===== src/rtl/jbd_pkg.sv =====
// Package of constants for the byte decoder DMA request and transfer block.
// Assumes a single core clock domain shared with the DMA controller.
package jbd_pkg;

	// -----------------------------------------------------------------
	// Register page and map
	// -----------------------------------------------------------------
	localparam logic [7:0] REG_PAGE       = 8'h17;
	localparam logic [7:0] CTRL_FIRST     = 8'hF0;
	localparam logic [7:0] CTRL_LAST      = 8'hFB;
	localparam logic [7:0] STACK_FIRST    = 8'hFC;
	localparam int         STACK_PAGES    = 9;
	localparam int         STACK_REGS     = 4;
	localparam logic [7:0] RF_LIMIT       = 8'hDF;

	// -----------------------------------------------------------------
	// Field positions
	// -----------------------------------------------------------------
	localparam int         SPACE_SEL_BIT  = 0;
	localparam int         OPCODE_LSB     = 0;
	localparam int         OPCODE_W       = 3;
	localparam logic [2:0] OPCODE_NEEDS_DATA_MASK = 3'h1;

	// -----------------------------------------------------------------
	// Reset values
	// -----------------------------------------------------------------
	localparam logic [7:0]  PTR_RST       = 8'h00;
	localparam logic [15:0] CNT_RST       = 16'h0000;
	localparam logic [15:0] ADDR_RST      = 16'h0000;

	// -----------------------------------------------------------------
	// Sequencer states
	// -----------------------------------------------------------------
	typedef enum logic [2:0] {
		JBD_IDLE    = 3'b000,
		JBD_RX_XFER = 3'b001,
		JBD_TX_OP   = 3'b010,
		JBD_TX_WAIT = 3'b011,
		JBD_TX_DATA = 3'b100
	} jbd_state_t;

endpackage


===== src/rtl/jbd_dma.sv =====
// DMA request and transfer sequencer for the byte decoder.
// Assumes the DMA controller grants one transfer step per grant pulse,
// and that the address and counter pairs are held here as working copies.
`timescale 1ns/10ps
`default_nettype none

module jbd_dma #(
	parameter int ADDR_W = 16,
	parameter int CNT_W  = 16
) (
	input  wire logic              clock,
	input  wire logic              nrst,
	input  wire logic              rx_byte_done,
	input  wire logic [7:0]        rx_data_in,
	input  wire logic              sw_rx_read,
	input  wire logic              tx_opcode_taken,
	input  wire logic              error_flag,
	input  wire logic              lost_arbitration_flag,
	input  wire logic              dma_suspend_select,
	input  wire logic [3:0]        sub_page_select,
	input  wire logic              rx_en_set,
	input  wire logic              rx_en_clr,
	input  wire logic              tx_en_set,
	input  wire logic              tx_en_clr,
	input  wire logic              rx_space_select,
	input  wire logic              tx_space_select,
	input  wire logic [7:0]        rx_addr_pointer,
	input  wire logic [7:0]        rx_count_pointer,
	input  wire logic [7:0]        tx_addr_pointer,
	input  wire logic [7:0]        tx_count_pointer,
	input  wire logic              load_pairs,
	input  wire logic [ADDR_W-1:0] rx_addr_init,
	input  wire logic [CNT_W-1:0]  rx_count_init,
	input  wire logic [ADDR_W-1:0] tx_addr_init,
	input  wire logic [CNT_W-1:0]  tx_count_init,
	input  wire logic              dma_grant,
	input  wire logic [7:0]        mem_rdata,
	input  wire logic              rx_eob_clr,
	input  wire logic              tx_eob_clr,
	output logic                   dma_req,
	output logic                   mem_we,
	output logic                   mem_space,
	output logic [ADDR_W-1:0]      mem_addr,
	output logic [7:0]             mem_wdata,
	output logic [7:0]             pair_ptr_addr,
	output logic [7:0]             pair_ptr_count,
	output logic                   rx_full_flag,
	output logic                   tx_ready_flag,
	output logic [7:0]             tx_opcode_reg,
	output logic [7:0]             tx_data_reg,
	output logic                   tx_pair_valid,
	output logic                   rx_dma_en,
	output logic                   tx_dma_en,
	output logic                   rx_block_end_pending,
	output logic                   tx_block_end_pending,
	output logic                   sub_page_bad
);

	// -----------------------------------------------------------------
	// Parameter check and helpers
	// -----------------------------------------------------------------
	if (ADDR_W < 8 || ADDR_W > 16 || CNT_W < 2 || CNT_W > 16) begin : g_bad_width
		$error("jbd_dma: unsupported pair width");
	end
	function automatic logic opcode_needs_data(input logic [7:0] op);
		logic [2:0] f;
		f = op[jbd_pkg::OPCODE_LSB +: jbd_pkg::OPCODE_W];
		return (f & jbd_pkg::OPCODE_NEEDS_DATA_MASK) != 3'h0;
	endfunction

	function automatic logic [CNT_W-1:0] count_step(input logic [CNT_W-1:0] c);
		return c - {{(CNT_W-1){1'b0}}, 1'b1};
	endfunction

	jbd_pkg::jbd_state_t state_r;
	logic [ADDR_W-1:0]   rx_addr_r;
	logic [CNT_W-1:0]    rx_cnt_r;
	logic [ADDR_W-1:0]   tx_addr_r;
	logic [CNT_W-1:0]    tx_cnt_r;
	logic                hold;
	logic                rx_want;
	logic                tx_want;
	logic                rx_step;
	logic                tx_step;
	logic                rx_last;
	logic                tx_last;

	// Suspend only acts when selected
	assign hold    = dma_suspend_select && (error_flag || lost_arbitration_flag);
	assign rx_want = rx_full_flag && rx_dma_en && !hold;
	assign tx_want = tx_ready_flag && tx_dma_en && !hold;
	assign rx_step = (state_r == jbd_pkg::JBD_RX_XFER) && dma_grant;
	assign tx_step = ((state_r == jbd_pkg::JBD_TX_OP) || (state_r == jbd_pkg::JBD_TX_DATA))
		&& dma_grant;
	assign rx_last = rx_step && (count_step(rx_cnt_r) == '0);
	assign tx_last = tx_step && (count_step(tx_cnt_r) == '0);

	// -----------------------------------------------------------------
	// Sequencer
	// -----------------------------------------------------------------
	// Receive ranks above transmit inside the block; grant order across
	// peripherals belongs to the controller, so steps simply wait.
	always_ff @(posedge clock or negedge nrst) begin
		if (!nrst) begin
			state_r <= jbd_pkg::JBD_IDLE;
		end else begin
			case (state_r)
				jbd_pkg::JBD_IDLE: begin
					if (rx_want) begin
						state_r <= jbd_pkg::JBD_RX_XFER;
					end else if (tx_want) begin
						state_r <= jbd_pkg::JBD_TX_OP;
					end
				end
				jbd_pkg::JBD_RX_XFER: begin
					if (dma_grant) begin
						state_r <= jbd_pkg::JBD_IDLE;
					end
				end
				jbd_pkg::JBD_TX_OP: begin
					if (dma_grant) begin
						state_r <= jbd_pkg::JBD_TX_WAIT;
					end
				end
				jbd_pkg::JBD_TX_WAIT: begin
					// Data byte only if the fetched opcode asks for it
					if (opcode_needs_data(tx_opcode_reg) && tx_cnt_r != '0) begin
						state_r <= jbd_pkg::JBD_TX_DATA;
					end else begin
						state_r <= jbd_pkg::JBD_IDLE;
					end
				end
				jbd_pkg::JBD_TX_DATA: begin
					if (dma_grant) begin
						state_r <= jbd_pkg::JBD_IDLE;
					end
				end
				default: state_r <= jbd_pkg::JBD_IDLE;
			endcase
		end
	end

	// -----------------------------------------------------------------
	// Bus request outputs
	// -----------------------------------------------------------------
	always_ff @(posedge clock or negedge nrst) begin
		if (!nrst) begin
			dma_req        <= 1'b0;
			mem_we         <= 1'b0;
			mem_space      <= 1'b0;
			mem_addr       <= ADDR_W'(jbd_pkg::ADDR_RST);
			mem_wdata      <= 8'h00;
			pair_ptr_addr  <= jbd_pkg::PTR_RST;
			pair_ptr_count <= jbd_pkg::PTR_RST;
		end else begin
			dma_req <= 1'b0;
			mem_we  <= 1'b0;
			if (state_r == jbd_pkg::JBD_IDLE && rx_want) begin
				dma_req        <= 1'b1;
				mem_we         <= 1'b1;
				mem_space      <= !rx_space_select;
				mem_addr       <= rx_addr_r;
				mem_wdata      <= rx_data_in;
				pair_ptr_addr  <= rx_addr_pointer;
				pair_ptr_count <= rx_count_pointer;
			end else if (state_r == jbd_pkg::JBD_IDLE && tx_want) begin
				dma_req        <= 1'b1;
				mem_space      <= !tx_space_select;
				mem_addr       <= tx_addr_r;
				pair_ptr_addr  <= tx_addr_pointer;
				pair_ptr_count <= tx_count_pointer;
			end else if (state_r == jbd_pkg::JBD_TX_WAIT
				&& opcode_needs_data(tx_opcode_reg) && tx_cnt_r != '0) begin
				dma_req  <= 1'b1;
				mem_addr <= tx_addr_r;
			end else if ((state_r == jbd_pkg::JBD_RX_XFER
				|| state_r == jbd_pkg::JBD_TX_OP
				|| state_r == jbd_pkg::JBD_TX_DATA) && !dma_grant) begin
				dma_req <= 1'b1;
				mem_we  <= mem_we;
			end
		end
	end

	// -----------------------------------------------------------------
	// Address and counter pairs
	// -----------------------------------------------------------------
	always_ff @(posedge clock or negedge nrst) begin
		if (!nrst) begin
			rx_addr_r <= ADDR_W'(jbd_pkg::ADDR_RST);
			rx_cnt_r  <= CNT_W'(jbd_pkg::CNT_RST);
		end else if (load_pairs) begin
			rx_addr_r <= rx_addr_init;
			rx_cnt_r  <= rx_count_init;
		end else if (rx_step) begin
			rx_addr_r <= rx_addr_r + {{(ADDR_W-1){1'b0}}, 1'b1};
			rx_cnt_r  <= count_step(rx_cnt_r);
		end
	end

	always_ff @(posedge clock or negedge nrst) begin
		if (!nrst) begin
			tx_addr_r <= ADDR_W'(jbd_pkg::ADDR_RST);
			tx_cnt_r  <= CNT_W'(jbd_pkg::CNT_RST);
		end else if (load_pairs) begin
			tx_addr_r <= tx_addr_init;
			tx_cnt_r  <= tx_count_init;
		end else if (tx_step) begin
			tx_addr_r <= tx_addr_r + {{(ADDR_W-1){1'b0}}, 1'b1};
			tx_cnt_r  <= count_step(tx_cnt_r);
		end
	end

	// -----------------------------------------------------------------
	// Status flags
	// -----------------------------------------------------------------
	// A new byte in the same cycle as a read keeps the flag set
	always_ff @(posedge clock or negedge nrst) begin
		if (!nrst) begin
			rx_full_flag <= 1'b0;
		end else if (rx_byte_done) begin
			rx_full_flag <= 1'b1;
		end else if (sw_rx_read || rx_step) begin
			rx_full_flag <= 1'b0;
		end
	end

	always_ff @(posedge clock or negedge nrst) begin
		if (!nrst) begin
			tx_ready_flag <= 1'b1;
		end else if (tx_opcode_taken) begin
			tx_ready_flag <= 1'b1;
		end else if (state_r == jbd_pkg::JBD_TX_OP && dma_grant) begin
			tx_ready_flag <= 1'b0;
		end
	end

	// -----------------------------------------------------------------
	// Transmit registers
	// -----------------------------------------------------------------
	always_ff @(posedge clock or negedge nrst) begin
		if (!nrst) begin
			tx_opcode_reg <= 8'h00;
			tx_data_reg   <= 8'h00;
			tx_pair_valid <= 1'b0;
		end else begin
			tx_pair_valid <= 1'b0;
			if (state_r == jbd_pkg::JBD_TX_OP && dma_grant) begin
				tx_opcode_reg <= mem_rdata;
				// Opcode without a data byte is only flagged valid with DMA enabled
				if (!opcode_needs_data(mem_rdata) && tx_dma_en) begin
					tx_pair_valid <= 1'b1;
				end
			end else if (state_r == jbd_pkg::JBD_TX_DATA && dma_grant) begin
				tx_data_reg   <= mem_rdata;
				tx_pair_valid <= tx_dma_en;
			end
		end
	end

	// -----------------------------------------------------------------
	// Enables and end-of-block pending bits
	// -----------------------------------------------------------------
	always_ff @(posedge clock or negedge nrst) begin
		if (!nrst) begin
			rx_dma_en <= 1'b0;
		end else if (rx_last || rx_en_clr) begin
			rx_dma_en <= 1'b0;
		end else if (rx_en_set) begin
			rx_dma_en <= 1'b1;
		end
	end

	always_ff @(posedge clock or negedge nrst) begin
		if (!nrst) begin
			tx_dma_en <= 1'b0;
		end else if (tx_last || tx_en_clr) begin
			tx_dma_en <= 1'b0;
		end else if (tx_en_set) begin
			tx_dma_en <= 1'b1;
		end
	end

	always_ff @(posedge clock or negedge nrst) begin
		if (!nrst) begin
			rx_block_end_pending <= 1'b0;
			tx_block_end_pending <= 1'b0;
		end else begin
			if (rx_last) begin
				rx_block_end_pending <= 1'b1;
			end else if (rx_eob_clr) begin
				rx_block_end_pending <= 1'b0;
			end
			if (tx_last) begin
				tx_block_end_pending <= 1'b1;
			end else if (tx_eob_clr) begin
				tx_block_end_pending <= 1'b0;
			end
		end
	end

	// Only nine sub-pages exist behind the stacked window
	always_ff @(posedge clock or negedge nrst) begin
		if (!nrst) begin
			sub_page_bad <= 1'b0;
		end else begin
			sub_page_bad <= 32'(sub_page_select) >= jbd_pkg::STACK_PAGES;
		end
	end

	// -----------------------------------------------------------------
	// Assertions
	// -----------------------------------------------------------------
	a_suspend_holds_req: assert property (@(posedge clock) disable iff (!nrst)
		(state_r == jbd_pkg::JBD_IDLE && hold) |=> !dma_req)
		else $error("request raised while suspended");
	a_rx_clear_after: assert property (@(posedge clock) disable iff (!nrst)
		(rx_step && !rx_byte_done) |=> !rx_full_flag)
		else $error("receive flag not cleared");
	a_rx_addr_step: assert property (@(posedge clock) disable iff (!nrst)
		(rx_step && !load_pairs) |=> rx_addr_r == $past(rx_addr_r) + 1'b1)
		else $error("receive address not stepped");
	a_rx_en_drop: assert property (@(posedge clock) disable iff (!nrst)
		rx_last |=> !rx_dma_en && rx_block_end_pending)
		else $error("receive enable kept at block end");
	a_tx_en_drop: assert property (@(posedge clock) disable iff (!nrst)
		tx_last |=> !tx_dma_en && tx_block_end_pending)
		else $error("transmit enable kept at block end");
	a_tx_data_follow: assert property (@(posedge clock) disable iff (!nrst)
		(state_r == jbd_pkg::JBD_TX_WAIT && !opcode_needs_data(tx_opcode_reg))
		|=> state_r == jbd_pkg::JBD_IDLE)
		else $error("data fetched for a bare opcode");
	a_no_req_disabled: assert property (@(posedge clock) disable iff (!nrst)
		(state_r == jbd_pkg::JBD_IDLE && !rx_dma_en && !tx_dma_en) |=> !dma_req)
		else $error("request while disabled");
	a_rx_read_clear: assert property (@(posedge clock) disable iff (!nrst)
		(sw_rx_read && !rx_byte_done) |=> !rx_full_flag)
		else $error("read left receive flag set");

endmodule // jbd_dma

`default_nettype wire


===== config.mk =====
export PLATFORM = sky130hd
export DESIGN_NAME = jbd_dma
export DESIGN_NICKNAME = d
export VERILOG_FILES = /design/src/rtl/jbd_pkg.sv /design/src/rtl/jbd_dma.sv
export SDC_FILE = /design/constraint.sdc
export NUM_CORES = 1
export LEC_CHECK = 0
export BUFFER_PORTS_ARGS = -buffer_cell sky130_fd_sc_hd__buf_4
export CAP_MARGIN = 20
export CORE_MARGIN = 10
export CORE_UTILIZATION = 40
export DETAILED_ROUTE_END_ITERATION = 7
export HOLD_SLACK_MARGIN = 0.05
export SKIP_CTS_REPAIR_TIMING = 1
export SLEW_MARGIN = 5
export SYNTH_ARGS = -nofsm -noshare
export SYNTH_HDL_FRONTEND = slang
export SYNTH_SLANG_ARGS = --single-unit

===== constraint.sdc =====
create_clock -name clock -period 2.3 [get_ports clock]
set_input_delay 0.46 -clock clock [delete_from_list [all_inputs] [get_ports clock]]
set_output_delay 0.46 -clock clock [all_outputs]
set_load 0.05 [all_outputs]

==> impl_metrics.ini <==
[clock_network]
cts_sinks = 134
root_buffer = clkbuf_16
path_clk_slew_ps = 60
h-tree-depth = 4
numCtsBuffers = 17
clk_latency_ps = 420
cts.path.max_buffers = 2
cts_tree = done

[floorplan]
start_util = 0.410
fp-row-count = 48
num_io_pins = 201
die_area_sq_um = 23600
fp.coreArea_sq_um = 17400
die_w_um = 154
chipHeight_um = 154

[logic_synthesis]
synth_warnings = 0
netlist_instances = 732
synth_largest_area_cell = dfrtp_1
yosysTopAreaCellShare = 0.467
ys.flop_type = dfrtp_1
synthesis.nets = 872
synthMuxAreaShare = 0.112
synth_area_sq_um = 7130
synth-async-reset-ratio = 1.00
synth_top_family_by_area = simple AND/OR/NAND/NOR gates
synth_edf_count = 0
seq_area_frac_synth = 0.470
avgSynthCellArea_sq_um = 9.74
synthTopCellsByArea = dfrtp_1 (47%), nand2_1 (6.6%), mux2_2 (6.5%), o21ai_0 (5.8%), xnor2_1 (4.3%)
ys_ff_latch = 134
synth-adder-area-share = 0.0105
synth-xor-area-share = 0.0796
synthDistinctLibCells = 59
synth_compound_area_frac = 0.0966
yosys.area_share.simple = 0.194

[drt]
vias = 5958
drt_iter0_drc = 225
drtAntennaViolNets = 0
totalWireLength_um = 20700
routed_via_density = 5.07
post_drt_wl_per_cell_um = 17.6
drcViolationCount = 0
drt-pass1-iter-count = 4

[global_route]
grt_pass1_vias = 5984
grt_pass1_wl_um = 33100
grt_max_degree = 51
antenna_found_initial = 1
gr-total-overflow = 0
grtUsageTotal = 0.172

[worst_setup_path]
crit_fanout = 17
worst_setup_path_start_kind = register
worstPathArrival_ps = 2380
worstPathRequired_ps = 2590
path_class = reg -> reg
cp-end-kind = register

[cells_and_area]
drive_gt1_frac = 0.347
multiInputGateArea_sq_um = 3520
antennaDiodeCount = 0
seqCellArea_sq_um = 3350
final_common_cell = buf_4
fillers = 1646
syn2layout_area_growth_pct = 35.1
final_cell_mix = buf_4 (224), dfrtp_1 (133), nand2_1 (126)
final_net_count = 1076

[place]
io_buffer_count = 200
dp_hpwl_um = 15800
gp_congestion = 0.881
dp_slack_ps = 201

[power_and_ir_drop]
ir_worst_vdd_mv = 0.829
leakagePower_nw = 4.37
power.density_nw_per_um2 = 1160

[timing]
worst_slew_pin_slew_ps = 548
rsz0062_at_grt = no
maxSlewHeadroom = 0.629
min_period_ps = 2090
setup-violations-final = 0
worst_slack_ps = 212
fmax_ghz = 0.479
period_share = 0.908
hold_viol = 0
finClkSkew_ps = 9.46
setup_tns_ps = 0
report.final.slew_viol_count = 0

[flow_run]
cap_violations = 0

[min_path]
min_path_type = in -> reg

[run_status]
outcome = complete, no violations
## stage by stage
step                cell area (sq um)  instances  hold WS (ps)   util  power (W)
floorplan                        7130        732           164      -    0.00662
detailed placement               8980       1141           433  0.516    0.00826
finish                           9640       1174           229  0.553     0.0111
CTS                              9630       1173         -20.6  0.553     0.0113
global placement                 8980       1141           430  0.516    0.00821
global route                     9640       1174           204  0.553     0.0117
## final timing paths
check	start	slack, ps	endpoint	cells past startpoint
max	tx_cnt_r[12]$_DFFE_PN0P_	210	mem_addr[1]$_DFFE_PN0P_	6
min	tx_opcode_taken	230	tx_ready_flag$_DFFE_PN1P_	2
max reg2reg	tx_cnt_r[12]$_DFFE_PN0P_	210	mem_addr[1]$_DFFE_PN0P_	6
min reg2reg	tx_opcode_reg[3]$_DFFE_PN0P_	480	tx_opcode_reg[3]$_DFFE_PN0P_	2
max in group asynchronous	nrst	1110	tx_ready_flag$_DFFE_PN1P_	3
min in group asynchronous	nrst	550	tx_data_reg[7]$_DFFE_PN0P_	2
## power by group
part / internal, W / leakage, nW / switching, W / total, W
Clock: 0.00191 / 0.302 / 0.00105 / 0.00296
Combinational: 0.00167 / 2.42 / 0.00300 / 0.00468
Sequential: 0.00300 / 1.66 / 0.000498 / 0.00350
Total: 0.00658 / 4.37 / 0.00455 / 0.0111
## synthesized netlist by cell type (3+ instances only)
library cell,number
a211oi_1,3
a21oi_1,5
a31oi_1,3
and2_1,3
and3_1,10
buf_2,7
buf_4,4
clkbuf_1,33
dfrtp_1,133
ha_1,6
inv_1,15
mux2_2,41
mux2_4,9
mux2i_1,20
nand2_1,126
nand3_1,21
nand3b_1,3
nand4_1,15
nor2_1,28
nor2b_1,5
nor3_1,18
nor4_1,15
nor4_2,4
nor4b_1,5
o21a_1,4
o21ai_0,83
o21ai_1,3
o21bai_1,4
o31a_1,3
or3_1,4
xnor2_1,35
xor2_1,28
## cells by family after synthesis
group | count (synthesis)
XOR/XNOR | 64
adder cells (fa/ha/maj) | 6
AND/OR/NAND/NOR | 277
multiplexers | 70
buffers and inverters | 60
flip-flops | 134
AO/OA/AOI/OAI | 121
## layer usage
layer | track usage | share of wire
met1 | 0.231 | 0.47
met2 | 0.264 | 0.45
met3 | 0.0552 | 0.070
met4 | 0.0396 | 0.011
met5 | 0 | 0.00034
## layout make-up
type,count,area share
tap,225,0.0292
clock inverter,11,0.0179
timing repair buffer,230,0.185
inverter,15,0.00584
multi-input combinational,538,0.365
clock buffer,21,0.0488
sequential,134,0.348
## worst max-delay path, stage by stage (launching register included)
cell and delay (ps):
dfrtp_1 380, or4_4 570, nor2_2 100, a41oi_1 170
nor2b_2 210, buf_12 190, mux2_2 350
No activity file was read; power rests on OpenSTA's default activity.
